<file path="config.mk">
export PLATFORM = sky130hd
export DESIGN_NAME = iocm_top
export DESIGN_NICKNAME = d
export VERILOG_FILES = /design/src/verilog/iocm_pkg.sv /design/src/verilog/iocm_top.sv
export SDC_FILE = /design/constraint.sdc
export NUM_CORES = 2
export LEC_CHECK = 0
export BUFFER_PORTS_ARGS = -buffer_cell sky130_fd_sc_hd__buf_4
export CORE_MARGIN = 1.5
export CORE_UTILIZATION = 40
export DETAILED_ROUTE_END_ITERATION = 8
export HOLD_SLACK_MARGIN = 0.08
export SETUP_SLACK_MARGIN = 0.05
export SYNTH_ARGS = -nofsm -noshare
export SYNTH_HDL_FRONTEND = slang
export SYNTH_SLANG_ARGS = --single-unit
</file>
<file path="constraint.sdc">
create_clock -name i_clk -period 16.1 [get_ports i_clk]
set_input_delay 2.415 -clock i_clk [delete_from_list [all_inputs] [get_ports i_clk]]
set_output_delay 2.415 -clock i_clk [all_outputs]
set_load 0.01 [all_outputs]
</file>
<file path="src/verilog/iocm_pkg.sv">
`default_nettype none
package iocm_pkg;
  localparam int unsigned NUM_GEN  = 8;
  localparam int unsigned NUM_CH   = 16;
  localparam int unsigned OFS_W    = 9;
  localparam int unsigned FIFO_DEP = 16;
  localparam int unsigned CFG_W    = OFS_W + 8 + 1;

  // byte offsets in the configuration assembly
  localparam logic [8:0] OFS_FORCE_LOCK = 9'h001;
  localparam logic [8:0] OFS_WEB_LOCK   = 9'h002;
  localparam logic [8:0] OFS_OUT_SRC    = 9'h003;
  localparam logic [8:0] OFS_SUPPLY_REP = 9'h004;
  localparam logic [8:0] OFS_DO_REP     = 9'h005;
  localparam logic [8:0] OFS_OBJ_LOCK   = 9'h018;
  localparam logic [8:0] OFS_ALT_LOCK   = 9'h019;
  localparam logic [8:0] OFS_MAP_MODE   = 9'h01F;
  localparam logic [8:0] OFS_MAP_BASE   = 9'h020;

  // slots of the general settings array
  localparam logic [2:0] IDX_FORCE_LOCK = 3'h0;
  localparam logic [2:0] IDX_WEB_LOCK   = 3'h1;
  localparam logic [2:0] IDX_OUT_SRC    = 3'h2;
  localparam logic [2:0] IDX_SUPPLY_REP = 3'h3;
  localparam logic [2:0] IDX_DO_REP     = 3'h4;
  localparam logic [2:0] IDX_OBJ_LOCK   = 3'h5;
  localparam logic [2:0] IDX_ALT_LOCK   = 3'h6;
  localparam logic [2:0] IDX_MAP_MODE   = 3'h7;

  localparam logic [7:0] GEN_RST [NUM_GEN] = '{8'h00, 8'h00, 8'h00, 8'h01,
                                               8'h01, 8'h00, 8'h00, 8'h00};
  localparam logic [7:0] VAL_ENABLE    = 8'h01;
  localparam logic [7:0] MODE_DEFAULT  = 8'h00;
  localparam logic [7:0] MODE_SWAP     = 8'h01;
  localparam logic [7:0] MODE_A_LOW    = 8'h02;
  localparam logic [7:0] MODE_B_LOW    = 8'h03;
  localparam logic [7:0] MODE_FREE     = 8'h04;
  localparam logic [7:0] MAP_INACTIVE  = 8'h10;

  localparam logic [3:0] ERR_NONE      = 4'h0;
  localparam logic [3:0] ERR_MODE      = 4'h1;
  localparam logic [3:0] ERR_MAP_RANGE = 4'h2;
  localparam logic [3:0] ERR_MAP_DUP   = 4'h3;

  typedef enum logic [1:0] {
    ST_LOAD  = 2'b01,
    ST_CHECK = 2'b10
  } iocm_state_e;
endpackage
`default_nettype wire

</file>
<file path="src/verilog/iocm_top.sv">
// What this block does
// - owner sends run/idle framed output data; outputs follow it only while running.
// - input status word is produced for owning and listen-only connections alike.
// - accepted configuration assembly replaces every parameter and beats other sources.
// - force lock enabled blocks all forcing through alternative interfaces.
// - web lock set to one makes the web pages unreachable.
// - output source byte picks channel control word or attached-device output byte.
// - byte four enables or suppresses the missing supply diagnosis.
// - byte five enables or suppresses output-without-supply actuator diagnosis.
// - object writes accepted without owner, refused when object lock is set.
// - object lock is cleared only by a configuration assembly at owner setup.
// - alternative writes only without cyclic connection, gated by external lock.
// - each new controller configuration overwrites alternative interface settings.
// - mapping mode selects one of five mappings, same for output and input.
// - mode zero orders ports one to eight; mode one swaps the bytes.
// - mode two: low byte carries first channels, high byte second channels.
// - mode three: low byte carries second channels, high byte first channels.
// - mode four takes each channel's bit position from the user table.
// - table entry is 0..15 or 16 inactive; duplicates reject the configuration.
`timescale 1ns/1ps
`default_nettype none

module iocm_fifo #(
  parameter int unsigned WIDTH = 8,
  parameter int unsigned DEPTH = 16
) (
  // clock and reset
  input  wire logic             i_clk,
  input  wire logic             i_rst,
  // fill side
  input  wire logic             i_in_valid,
  output logic                  o_in_ready,
  input  wire logic [WIDTH-1:0] i_in_data,
  // drain side
  output logic                  o_out_valid,
  input  wire logic             i_out_ready,
  output logic [WIDTH-1:0]      o_out_data
);
  localparam int unsigned AW = $clog2(DEPTH);
  if (DEPTH < 2 || (1 << AW) != DEPTH) begin : g_chk
    $error("iocm_fifo depth must be a power of two");
  end

  logic [WIDTH-1:0] mem [DEPTH];
  logic [AW:0]      wr_q;
  logic [AW:0]      rd_q;
  logic             full;
  logic             empty;

  assign full        = (wr_q[AW] != rd_q[AW]) && (wr_q[AW-1:0] == rd_q[AW-1:0]);
  assign empty       = (wr_q == rd_q);
  assign o_in_ready  = !full;
  assign o_out_valid = !empty;
  assign o_out_data  = mem[rd_q[AW-1:0]];

  always_ff @(posedge i_clk) begin
    if (i_in_valid && !full) begin
      mem[wr_q[AW-1:0]] <= i_in_data;
    end
  end

  always_ff @(posedge i_clk or posedge i_rst) begin
    if (i_rst) begin
      wr_q <= '0;
      rd_q <= '0;
    end else begin
      if (i_in_valid && !full) begin
        wr_q <= wr_q + 1'b1;
      end
      if (i_out_ready && !empty) begin
        rd_q <= rd_q + 1'b1;
      end
    end
  end
endmodule

module iocm_top import iocm_pkg::*; #(
  parameter int unsigned FIFO_DEPTH = FIFO_DEP
) (
  // clock and reset
  input  wire logic             i_clk,
  input  wire logic             i_rst,
  // connection state from the protocol stack
  input  wire logic             i_owner_active,
  input  wire logic             i_owner_setup,
  input  wire logic             i_listen_active,
  input  wire logic             i_run,
  // configuration assembly byte stream
  input  wire logic             i_cfg_valid,
  output logic                  o_cfg_ready,
  input  wire logic [OFS_W-1:0] i_cfg_ofs,
  input  wire logic [7:0]       i_cfg_data,
  input  wire logic             i_cfg_last,
  output logic                  o_cfg_done,
  output logic [3:0]            o_cfg_err,
  // vendor object service writes
  input  wire logic             i_obj_wr,
  input  wire logic [OFS_W-1:0] i_obj_ofs,
  input  wire logic [7:0]       i_obj_data,
  output logic                  o_obj_ack,
  output logic                  o_obj_refused,
  // alternative interface writes
  input  wire logic             i_alt_wr,
  input  wire logic [OFS_W-1:0] i_alt_ofs,
  input  wire logic [7:0]       i_alt_data,
  output logic                  o_alt_ack,
  output logic                  o_alt_refused,
  // parameter readback
  input  wire logic [OFS_W-1:0] i_rd_ofs,
  output logic [7:0]            o_rd_data,
  // controls for the rest of the device
  input  wire logic             i_force_req,
  output logic                  o_force_grant,
  output logic                  o_web_enable,
  output logic                  o_out_src_device,
  output logic                  o_supply_diag_en,
  output logic                  o_do_fault_diag_en,
  // process data
  input  wire logic [15:0]      i_out_word,
  output logic [15:0]           o_chan_out,
  input  wire logic [15:0]      i_chan_in,
  output logic [15:0]           o_status_word
);
  // general offset decode: {hit, slot}
  function automatic logic [3:0] gen_dec(input logic [OFS_W-1:0] ofs);
    unique case (ofs)
      OFS_FORCE_LOCK: gen_dec = {1'b1, IDX_FORCE_LOCK};
      OFS_WEB_LOCK:   gen_dec = {1'b1, IDX_WEB_LOCK};
      OFS_OUT_SRC:    gen_dec = {1'b1, IDX_OUT_SRC};
      OFS_SUPPLY_REP: gen_dec = {1'b1, IDX_SUPPLY_REP};
      OFS_DO_REP:     gen_dec = {1'b1, IDX_DO_REP};
      OFS_OBJ_LOCK:   gen_dec = {1'b1, IDX_OBJ_LOCK};
      OFS_ALT_LOCK:   gen_dec = {1'b1, IDX_ALT_LOCK};
      OFS_MAP_MODE:   gen_dec = {1'b1, IDX_MAP_MODE};
      default:        gen_dec = 4'h0;
    endcase
  endfunction

  function automatic logic map_hit(input logic [OFS_W-1:0] ofs);
    map_hit = (ofs >= OFS_MAP_BASE) && (ofs < OFS_MAP_BASE + OFS_W'(NUM_CH));
  endfunction

  // word bit position of channel ch (ch = 2*(port-1) + second channel)
  function automatic logic [4:0] word_pos(input logic [7:0] mode, input logic [3:0] ch,
                                          input logic [7:0] user);
    unique case (mode)
      MODE_DEFAULT: word_pos = {1'b0, ch};
      MODE_SWAP:    word_pos = {1'b0, ~ch[3], ch[2:0]};
      MODE_A_LOW:   word_pos = {1'b0, ch[0], ch[3:1]};
      MODE_B_LOW:   word_pos = {1'b0, ~ch[0], ch[3:1]};
      default:      word_pos = user[4:0];
    endcase
  endfunction

  logic [7:0]  gen_q    [NUM_GEN];
  logic [7:0]  sh_q     [NUM_GEN];
  logic [7:0]  map_q    [NUM_CH];
  logic [7:0]  sh_map_q [NUM_CH];
  logic        first_q;
  iocm_state_e st_q;
  logic [3:0]  chk_err;
  logic        commit;
  logic        f_valid;
  logic        f_ready;
  logic [CFG_W-1:0] f_data;
  logic [OFS_W-1:0] f_ofs;
  logic [7:0]  f_byte;
  logic        f_last;
  logic        pop;
  logic [3:0]  pop_dec;
  logic [3:0]  obj_dec;
  logic [3:0]  alt_dec;
  logic [3:0]  rd_dec;
  logic        obj_ok;
  logic        alt_ok;
  logic        run_ok;
  logic [4:0]  pos [NUM_CH];

  // bytes seen outside owner setup are taken and dropped
  iocm_fifo #(.WIDTH(CFG_W), .DEPTH(FIFO_DEPTH)) u_fifo (
    .i_clk       (i_clk),
    .i_rst       (i_rst),
    .i_in_valid  (i_cfg_valid && i_owner_setup),
    .o_in_ready  (f_ready),
    .i_in_data   ({i_cfg_ofs, i_cfg_data, i_cfg_last}),
    .o_out_valid (f_valid),
    .i_out_ready (st_q == ST_LOAD),
    .o_out_data  (f_data)
  );
  assign o_cfg_ready = f_ready || !i_owner_setup;
  assign {f_ofs, f_byte, f_last} = f_data;
  assign pop     = f_valid && (st_q == ST_LOAD);
  assign pop_dec = gen_dec(f_ofs);

  // whole-image check before anything is applied
  always_comb begin
    chk_err = ERR_NONE;
    for (int i = 0; i < NUM_CH; i++) begin
      if (sh_map_q[i] > MAP_INACTIVE) begin
        chk_err = ERR_MAP_RANGE;
      end
      for (int j = i + 1; j < NUM_CH; j++) begin
        if (sh_map_q[i] != MAP_INACTIVE && sh_map_q[i] == sh_map_q[j]) begin
          chk_err = ERR_MAP_DUP;
        end
      end
    end
    if (sh_q[IDX_MAP_MODE] > MODE_FREE) begin
      chk_err = ERR_MODE;
    end
  end
  assign commit = (st_q == ST_CHECK) && (chk_err == ERR_NONE);

  always_ff @(posedge i_clk or posedge i_rst) begin
    if (i_rst) begin
      st_q <= ST_LOAD;
    end else begin
      unique case (st_q)
        ST_LOAD:  if (pop && f_last) st_q <= ST_CHECK;
        ST_CHECK: st_q <= ST_LOAD;
      endcase
    end
  end

  // each assembly starts from defaults so that it replaces everything
  always_ff @(posedge i_clk or posedge i_rst) begin
    if (i_rst) begin
      first_q <= 1'b1;
      for (int i = 0; i < NUM_GEN; i++) sh_q[i] <= GEN_RST[i];
      for (int i = 0; i < NUM_CH; i++) sh_map_q[i] <= 8'(i);
    end else if (pop) begin
      first_q <= f_last;
      if (first_q) begin
        for (int i = 0; i < NUM_GEN; i++) sh_q[i] <= GEN_RST[i];
        for (int i = 0; i < NUM_CH; i++) sh_map_q[i] <= 8'(i);
      end
      if (pop_dec[3]) begin
        sh_q[pop_dec[2:0]] <= f_byte;
      end
      if (map_hit(f_ofs)) begin
        sh_map_q[4'(f_ofs - OFS_MAP_BASE)] <= f_byte;
      end
    end
  end

  always_ff @(posedge i_clk or posedge i_rst) begin
    if (i_rst) begin
      o_cfg_done <= 1'b0;
      o_cfg_err  <= ERR_NONE;
    end else begin
      o_cfg_done <= (st_q == ST_CHECK);
      if (st_q == ST_CHECK) begin
        o_cfg_err <= chk_err;
      end
    end
  end

  // writes from the other sources; an assembly commit wins the cycle
  assign obj_dec = gen_dec(i_obj_ofs);
  assign alt_dec = gen_dec(i_alt_ofs);
  assign rd_dec  = gen_dec(i_rd_ofs);
  assign obj_ok  = i_obj_wr && !commit && obj_dec[3] && !i_owner_active
                   && (gen_q[IDX_OBJ_LOCK] != VAL_ENABLE)
                   && !(obj_dec[2:0] == IDX_MAP_MODE && i_obj_data > MODE_FREE);
  assign alt_ok  = i_alt_wr && !commit && !obj_ok && alt_dec[3]
                   && !i_owner_active && !i_listen_active
                   && (gen_q[IDX_ALT_LOCK] != VAL_ENABLE)
                   && (alt_dec[2:0] != IDX_OBJ_LOCK)
                   && !(alt_dec[2:0] == IDX_MAP_MODE && i_alt_data > MODE_FREE);

  always_ff @(posedge i_clk or posedge i_rst) begin
    if (i_rst) begin
      for (int i = 0; i < NUM_GEN; i++) gen_q[i] <= GEN_RST[i];
      for (int i = 0; i < NUM_CH; i++) map_q[i] <= 8'(i);
    end else if (commit) begin
      for (int i = 0; i < NUM_GEN; i++) gen_q[i] <= sh_q[i];
      for (int i = 0; i < NUM_CH; i++) map_q[i] <= sh_map_q[i];
    end else if (obj_ok) begin
      gen_q[obj_dec[2:0]] <= i_obj_data;
    end else if (alt_ok) begin
      gen_q[alt_dec[2:0]] <= i_alt_data;
    end
  end

  always_ff @(posedge i_clk or posedge i_rst) begin
    if (i_rst) begin
      o_obj_ack     <= 1'b0;
      o_obj_refused <= 1'b0;
      o_alt_ack     <= 1'b0;
      o_alt_refused <= 1'b0;
      o_rd_data     <= 8'h00;
    end else begin
      o_obj_ack     <= obj_ok;
      o_obj_refused <= i_obj_wr && !obj_ok;
      o_alt_ack     <= alt_ok;
      o_alt_refused <= i_alt_wr && !alt_ok;
      if (rd_dec[3]) begin
        o_rd_data <= gen_q[rd_dec[2:0]];
      end else if (map_hit(i_rd_ofs)) begin
        o_rd_data <= map_q[4'(i_rd_ofs - OFS_MAP_BASE)];
      end else begin
        o_rd_data <= 8'h00;
      end
    end
  end

  assign o_force_grant      = i_force_req && (gen_q[IDX_FORCE_LOCK] != VAL_ENABLE);
  assign o_web_enable       = (gen_q[IDX_WEB_LOCK] != VAL_ENABLE);
  assign o_out_src_device   = (gen_q[IDX_OUT_SRC] == VAL_ENABLE);
  assign o_supply_diag_en   = (gen_q[IDX_SUPPLY_REP] == VAL_ENABLE);
  assign o_do_fault_diag_en = (gen_q[IDX_DO_REP] == VAL_ENABLE);

  // outputs follow the word only from a running owner; idle drives them low
  assign run_ok = i_owner_active && i_run;

  always_comb begin
    for (int c = 0; c < NUM_CH; c++) begin
      pos[c] = word_pos(gen_q[IDX_MAP_MODE], 4'(c), map_q[c]);
    end
  end

  always_ff @(posedge i_clk or posedge i_rst) begin
    if (i_rst) begin
      o_chan_out <= 16'h0000;
    end else begin
      for (int c = 0; c < NUM_CH; c++) begin
        o_chan_out[c] <= run_ok && !pos[c][4] && i_out_word[pos[c][3:0]];
      end
    end
  end

  // inactive table entries simply drop out of the status word
  always_ff @(posedge i_clk or posedge i_rst) begin
    if (i_rst) begin
      o_status_word <= 16'h0000;
    end else begin
      for (int b = 0; b < NUM_CH; b++) begin
        o_status_word[b] <= 1'b0;
        for (int c = 0; c < NUM_CH; c++) begin
          if (pos[c] == 5'(b) && (i_owner_active || i_listen_active)) begin
            o_status_word[b] <= i_chan_in[c];
          end
        end
      end
    end
  end

  logic [7:0] in_even;
  logic [7:0] in_odd;
  always_comb begin
    for (int n = 0; n < 8; n++) begin
      in_even[n] = i_chan_in[2*n];
      in_odd[n]  = i_chan_in[2*n+1];
    end
  end
  logic cyc_act;
  assign cyc_act = i_owner_active || i_listen_active;

  property p_obj_lock;
    @(posedge i_clk) disable iff (i_rst)
    i_obj_wr && gen_q[IDX_OBJ_LOCK] == VAL_ENABLE |=> o_obj_refused && !o_obj_ack;
  endproperty
  a_obj_lock: assert property (p_obj_lock) else $error("object write passed lock");

  property p_obj_owner;
    @(posedge i_clk) disable iff (i_rst)
    i_obj_wr && i_owner_active |=> o_obj_refused;
  endproperty
  a_obj_owner: assert property (p_obj_owner) else $error("object write with owner");

  property p_lock_clear;
    @(posedge i_clk) disable iff (i_rst)
    $past(gen_q[IDX_OBJ_LOCK]) == VAL_ENABLE && gen_q[IDX_OBJ_LOCK] != VAL_ENABLE
      |-> $past(commit);
  endproperty
  a_lock_clear: assert property (p_lock_clear) else $error("object lock cleared");

  property p_alt_conn;
    @(posedge i_clk) disable iff (i_rst)
    i_alt_wr && cyc_act |=> o_alt_refused ##0 $stable(gen_q[alt_dec[2:0]]) or $past(commit);
  endproperty
  a_alt_conn: assert property (p_alt_conn) else $error("alt write during connection");

  property p_commit;
    @(posedge i_clk) disable iff (i_rst)
    commit |=> gen_q[IDX_MAP_MODE] == $past(sh_q[IDX_MAP_MODE]) && map_q[0] == $past(sh_map_q[0]);
  endproperty
  a_commit: assert property (p_commit) else $error("commit did not apply");

  property p_reject;
    @(posedge i_clk) disable iff (i_rst)
    o_cfg_done && o_cfg_err != ERR_NONE |-> $stable(map_q[0]) && $past(chk_err) != ERR_NONE;
  endproperty
  a_reject: assert property (p_reject) else $error("rejected image applied");

  property p_mode_max;
    @(posedge i_clk) disable iff (i_rst)
    gen_q[IDX_MAP_MODE] <= MODE_FREE;
  endproperty
  a_mode_max: assert property (p_mode_max) else $error("mapping mode out of range");

  property p_idle;
    @(posedge i_clk) disable iff (i_rst)
    !run_ok |=> o_chan_out == 16'h0000;
  endproperty
  a_idle: assert property (p_idle) else $error("outputs driven while idle");

  property p_mode01;
    @(posedge i_clk) disable iff (i_rst)
    run_ok && gen_q[IDX_MAP_MODE] <= MODE_SWAP |=> o_chan_out ==
      ($past(gen_q[IDX_MAP_MODE]) == MODE_DEFAULT ? $past(i_out_word)
        : {$past(i_out_word[7:0]), $past(i_out_word[15:8])});
  endproperty
  a_mode01: assert property (p_mode01) else $error("fixed mapping 0/1 wrong");

  property p_mode2;
    @(posedge i_clk) disable iff (i_rst)
    cyc_act && gen_q[IDX_MAP_MODE] == MODE_A_LOW |=> o_status_word == {$past(in_odd), $past(in_even)};
  endproperty
  a_mode2: assert property (p_mode2) else $error("mapping mode 2 wrong");

  property p_mode3;
    @(posedge i_clk) disable iff (i_rst)
    cyc_act && gen_q[IDX_MAP_MODE] == MODE_B_LOW |=> o_status_word == {$past(in_even), $past(in_odd)};
  endproperty
  a_mode3: assert property (p_mode3) else $error("mapping mode 3 wrong");

  property p_free;
    @(posedge i_clk) disable iff (i_rst)
    run_ok && gen_q[IDX_MAP_MODE] == MODE_FREE && map_q[0] < MAP_INACTIVE
      |=> o_chan_out[0] == $past(i_out_word[map_q[0][3:0]]);
  endproperty
  a_free: assert property (p_free) else $error("free mapping wrong");

  c_commit: cover property (@(posedge i_clk) disable iff (i_rst) commit);
  c_dup:    cover property (@(posedge i_clk) disable iff (i_rst) o_cfg_err == ERR_MAP_DUP);
  c_objwr:  cover property (@(posedge i_clk) disable iff (i_rst) obj_ok);
  c_full:   cover property (@(posedge i_clk) disable iff (i_rst) !f_ready);
endmodule
`default_nettype wire

</file>
==> After elaboration in Yosys (flattened, before gate mapping) <==
Memory sizes are Yosys's and may differ from the RTL's.
Cells that the tools add are included.
{ "totals": {"ff_bits": 446, "latch_bits": 0, "ram_bits": 288, "mem_bits_ro": 512, "in_bits": 103, "n_memories": 5} }
{ "mem_list": {"columns": ["name", "depth", "word_bits", "read_ports", "rd_ports_with_merged_regs", "write_ports", "line_no", "text"], "rows": [
  ["u_fifo.mem", 16, 18, 1, 0, 1, "iocm_top.sv:44", "logic [WIDTH-1:0] mem [DEPTH];"],
  ["(name not given)", 32, 4, 1, 0, 0, "iocm_top.sv:126", "unique case (ofs)"],
  ["(name not given)", 32, 4, 1, 0, 0, "iocm_top.sv:126", null],
  ["(name not given)", 32, 4, 1, 0, 0, "iocm_top.sv:126", null],
  ["(name not given)", 32, 4, 1, 0, 0, "iocm_top.sv:126", null]
]} }
{ "classes": {"add_sub_neg": 4, "multipliers": 0, "div": 0, "n_lt_le_gt_ge": 49, "eq_ne": 394, "shift": 0, "n_mux": 478, "n_bitwise": 6, "n_reduce_logical": 492} }
{ "op_table": {"columns": ["cell", "count"], "rows": [
  ["$eq A8 B8 Y1", 120],
  ["$eq A5 B4 Y1 const B", 128],
  ["$mux W4", 140],
  ["$logic_and A1 B1 Y1", 439],
  ["$mux W128", 3],
  ["$mux W64", 6],
  ["$eq A5 B3 Y1 const B", 64],
  ["$pmux W5 S4", 14],
  ["$mux W1", 274],
  ["$bwmux W64", 3],
  ["$eq A5 B2 Y1 const B", 32],
  ["$bwmux W128", 1],
  ["$gt A8 B5 Y1 const B", 16],
  ["$ne A8 B5 Y1 const B", 15],
  ["$eq A5 B1 Y1 const B", 16],
  ["$logic_not A5 Y1", 16],
  ["$lt A4 B5 Y1 const B", 16],
  ["$mux W8", 10],
  ["$demux W8 S3", 3],
  ["$bmux W1 S4", 16],
  ["$bmux W8 S4", 1],
  ["$demux W8 S4", 1],
  ["$eq A8 B1 Y1 const B", 4],
  ["$ne A8 B1 Y1 const B", 4],
  ["30 further kinds", 81]
]} }

==> Logic depth before layout (Yosys ltp) <==
{ "logic_depth": {"depth_word": 157, "depth_mapped": 14, "ltp_nobuf": 9} }

==> By module <==
From an unflattened synthesis, not the netlist that was laid out.
{ "unflattened": {"cells_unflattened": 5145, "hier_area_um2": 50911.3} }
{ "modules_own_cells": {"columns": ["module", "n_inst", "cells_per_inst", "area_each_um2", "seq_area_each_um2"], "rows": [
  ["iocm_top", 1, 4583, 39206.4, 10948.0],
  ["iocm_fifo", 1, 562, 11705.0, 8898.5]
]} }

==> Worst setup path after synthesis <==
No wires, ideal clock.
{ "synth_path": {"kind": "input to output", "startpoint": "in i_force_req", "endpoint": "out o_force_grant", "t_arrival_ps": 2715, "setup_slack_ps": 10970, "stages": 1, "n_path_buf": 0, "path_cell_list": "a21boi_0"} }
{ "synth_between": {"elab_chain_cells": 1} }
{ "synth_rtl": {"columns": ["item", "line_no", "text"], "rows": [
  ["start: declaration", "iocm_top.sv:112", "input wire logic i_force_req,"],
  ["$logic_and A1 B1 Y1", "iocm_top.sv:307", "assign o_force_grant = i_force_req && (gen_q[IDX_FORCE_LOCK] != VAL_ENABLE);"],
  ["end: declaration", "iocm_top.sv:113", "output logic o_force_grant,"]
]} }
No other way between the ends.

==> Final worst setup path <==
{ "layout_path": {"startpoint": "reg u_fifo.rd_q[0]", "endpoint": "out o_cfg_ready"} }
{ "layout_between": {"elab_chain_cells": 4} }
{ "layout_rtl": {"columns": ["item", "line_no", "text"], "rows": [
  ["start: declaration", "iocm_top.sv:46", "logic [AW:0] rd_q;"],
  ["start signal: assignment", "iocm_top.sv:71", "rd_q <= rd_q + 1'b1;"],
  ["$eq A4 B4 Y1", "iocm_top.sv:50", "assign full = (wr_q[AW] != rd_q[AW]) && (wr_q[AW-1:0] == rd_q[AW-1:0]);"],
  ["$logic_and A1 B1 Y1", "iocm_top.sv:50", null],
  ["$logic_not A1 Y1", "iocm_top.sv:52", "assign o_in_ready = !full;"],
  ["$logic_or A1 B1 Y1", "iocm_top.sv:190", "assign o_cfg_ready = f_ready || !i_owner_setup;"],
  ["end: declaration", "iocm_top.sv:90", "output logic o_cfg_ready,"]
]} }
No other way between the ends.

==> summary.md <==
| Metric | Value |
|---|---|
| Pleak | roughly 22 nW |
| Sink Count | approximately 730 |
| Synth warnings | 0 |
| Root Buffer | clkbuf_16 |
| Net count, final | slightly above 5000 |
| Top cells by area, synth | dfrtp_1 18%, edfxtp_1 17%, xnor2_1 8.5%, xor2_1 8.1%, mux4_2 5.4% |
| Avg Vias per Cell | 6.46 |
| Starting DRT DRC Count | 5776 |
| Total grt overflow | 0 |
| TNS Setup | 0 ns |
| Initial core utilization | roughly 40% |
| Initial antenna violation count | 5 |
| Seq/Total Area, Yosys | between 30% and 40% |
| Area delta synth->final | 9.79% |
| Post-CTS sizing | 0 |
| Final hold violations | 0 |
| CTS tree | yes |
| Status | complete, no violations |
| CTS H-Tree Depth | 3 |
| Slew Viols, Final | 0 |
| Maxcap violations | 0 |
| Final Total Pwr | 7.48 mW |
| Cts hold-fix bufs | 0 |
| Dpl hpwl | 129 mm |
| Crit path kind | flop to output port |
| Die Ht | roughly 360 um |
| Crit path max-delay cell type | dfrtp_4 |
| Crit. End Element | output port |
| Reg2reg setup slack | 10.73 ns |
| First-pass GRT wire length | approximately 280 mm |
| #FFs+latches synth | 732 |
| Highest clock rate | 0.185 GHz |
| Post-route clock period utilization | between 30% and 40% |
| Synth cell types | roughly 110 |
| Final setup viols | 0 |
| DR DRC count | 0 |
| Crit start category | flop |
| Min cycle time layout | around 5.4 ns |
| Post-DP Area | 0.0535 mm^2 |
| Post-synth top area cell | dfrtp_1 |
| TritonCTS buffer count | just over 80 |
| Post-synth top flop | dfrtp_1 |
| Fraction of layout cells with a size suffix above 1 | ~18% |
| Die Span X | between 300 and 400 um |
| Largest net degree at the start of global routing | around 160 |
| Core area | ~0.13 mm^2 |
| Rel. slew slack | under 10% |
| Async SR Flop Fraction | 60.7% |
| Clk_lat worst skew | between 0.7 and 0.8 ns |
| Crit path largest cell delay | between 0.7 and 0.8 ns |
| Via Count | 43200 |
| Mapped cell area | ~0.05 mm^2 |
| GR Util All Layers | 29.0% |
| Input/output buffers | between 150 and 200 |
| Layout Cell Area excl Fill | roughly 0.056 mm^2 |
| Clock slew at reported path FFs | around 0.06 ns |
| Cell Rows | approximately 130 |
| ANT nets after route | 0 |
| Share of the synthesized area in the top cell type | a little under a fifth |
| Crit path setup slack, layout | 10.70 ns |
| Most frequent cells in the layout | 500 x xnor2_1, 475 x xor2_1, 371 x dfrtp_1 |
| Number of global-route vias before repair | between 40000 and 50000 |
| Worst slew pin tran | between 1 and 1.5 ns |
| Synth Area per Inst | between 10 and 15 um^2 |
| Routability cong. | roughly 1 |
| WL/cell | 29.1 um |
| Mapped Cells | just over 5000 |
| Crit-path max FO | 42 |
| Routed wire length | around 190 mm |
| WP data arrival | between 2 and 3 ns |
| WP data required | 13.69 ns |
| Worst Setup SP | u_fifo.rd_q[0]$_DFFE_PP0P_ |
| Power Density | about 130 mW/mm^2 |
| Longest Clk Path Bufs | 3 |
| Post-CTS setup buffer count | 0 |
| Number of synthesized flops with an enable pin | roughly 290 |
| I/O Pins | around 160 |
| Most frequent CP cell | buf_4 |
| Reg-to-Reg Start | sh_map_q[114]$_DFFE_PP0P_ |
| Crit path cell chain | buf_4 > xnor2_1 > and4_1 > nand3_1 > buf_4 |
| Clk_skew | just under 0.05 ns |
| RSZ-0062 raised after global routing | no |
| DP Worst Slack | 10.49 ns |
| DRT Pass-1 Iters | 7 |
| Die ar. | 0.130 mm^2 |
| Most common cell after layout, fill and taps aside | xnor2_1 |
| Peak supply drop | roughly 0.000097 V |
| Worst hold-check path type | flop to flop |
| Hold Startpoint | map_q[45]$_DFFE_PP0P_ |
-- sequential cells by signal, summed over array words and instances, names as in the netlist, 2 cells and up --
| signal | count |
|---|---|
| u_fifo.wr_q | 5 |
| u_fifo.rd_q | 5 |
| sh_q | 64 |
| gen_q | 64 |
| o_rd_data | 8 |
| o_status_word | 16 |
| o_chan_out | 16 |
| map_q | 128 |
| sh_map_q | 128 |
| u_fifo.mem | 288 |
| st_q | 2 |
| o_cfg_err | 2 |
-- through the flow --
| stage | hold slack [ns] | std cells | utilization, % |
|---|---|---|---|
| after global routing | 0.492 | 6684 | 44.2 |
| final | 0.476 | 6685 | 44.2 |
| after floorplan | 0.446 | 5043 | - |
| after detailed placement | 0.465 | 6529 | 42.0 |
| after CTS | 0.481 | 6683 | 44.2 |
| after global placement | 0.463 | 6529 | 42.0 |
-- critical path, delay by kind of cell, from the launching register on --
family | cells | cell delay [ns]
and+or+nand+nor | 2 | 0.37
DFF | 1 | 0.77
buffers and inverters | 2 | 0.92
xor gates and xnor gates | 1 | 0.21
-- layout make-up --
cell class              count  area, um^2
clock buffers             114        2280
clock inverters            40         526
well taps                1662        2080
multi-input cells        3723       28800
repair buffers            304        2290
flip-flops and latches    732       19900
diodes                      2        5.00
fillers                 11900       71100
inverters                 108         413
-- power by group --
part | total (mW) | internal (mW) | switching [mW]
sequential | 2.89 | 2.18 | 0.708
combinational | 2.66 | 1.18 | 1.48
clock | 1.94 | 1.11 | 0.830
-- synthesized netlist by cell type, types with 50 or more instances --
library cell	number
a22o_1	100
nor4_1	174
nor3_1	107
mux2_2	75
nand4_1	149
a21oi_1	182
o21ai_0	169
mux2_4	84
mux4_2	124
dfstp_2	70
a211oi_1	50
mux2i_1	67
xor2_1	475
inv_1	103
a31oi_1	63
dfrtp_1	374
edfxtp_1	288
buf_2	278
o22ai_1	92
clkbuf_1	150
xnor2_1	500
nand2_1	283
nand3_1	70
nor2_1	240
and2_1	62
-- per-layer routing --
layer | track usage (%) | vias up | wire [um]
li1 | - | 18400 | -
met2 | 44.7 | 2639 | 86300
met1 | 38.2 | 21500 | 77300
met3 | 5.84 | 664 | 18400
met4 | 15.9 | 4 | 12200
met5 | 0 | - | 30
-- final timing paths --
path | to | depth (start not counted)
hold reg to reg | map_q[45]$_DFFE_PP0P_ | 1
min in group asynchronous | o_chan_out[0]$_DFF_PP0_ | 2
setup reg to reg | gen_q[28]$_DFFE_PP0P_ | 10
hold / removal | map_q[45]$_DFFE_PP0P_ | 1
setup / recovery | o_cfg_ready | 5
max in group asynchronous | sh_map_q[69]$_DFFE_PP0P_ | 4
-- kinds of logic after synthesis --
group | Yosys count | synth area share (%)
buf+inv | 588 | 5.28
fa+ha+maj | 5 | 0.122
flops | 732 | 38.7
simple gates | 1305 | 13.5
other cells | 1 | 0.00732
xor+xnor | 975 | 16.7
mux | 357 | 11.0
compound gates | 1079 | 14.7
(Power assumes the default switching activity.)
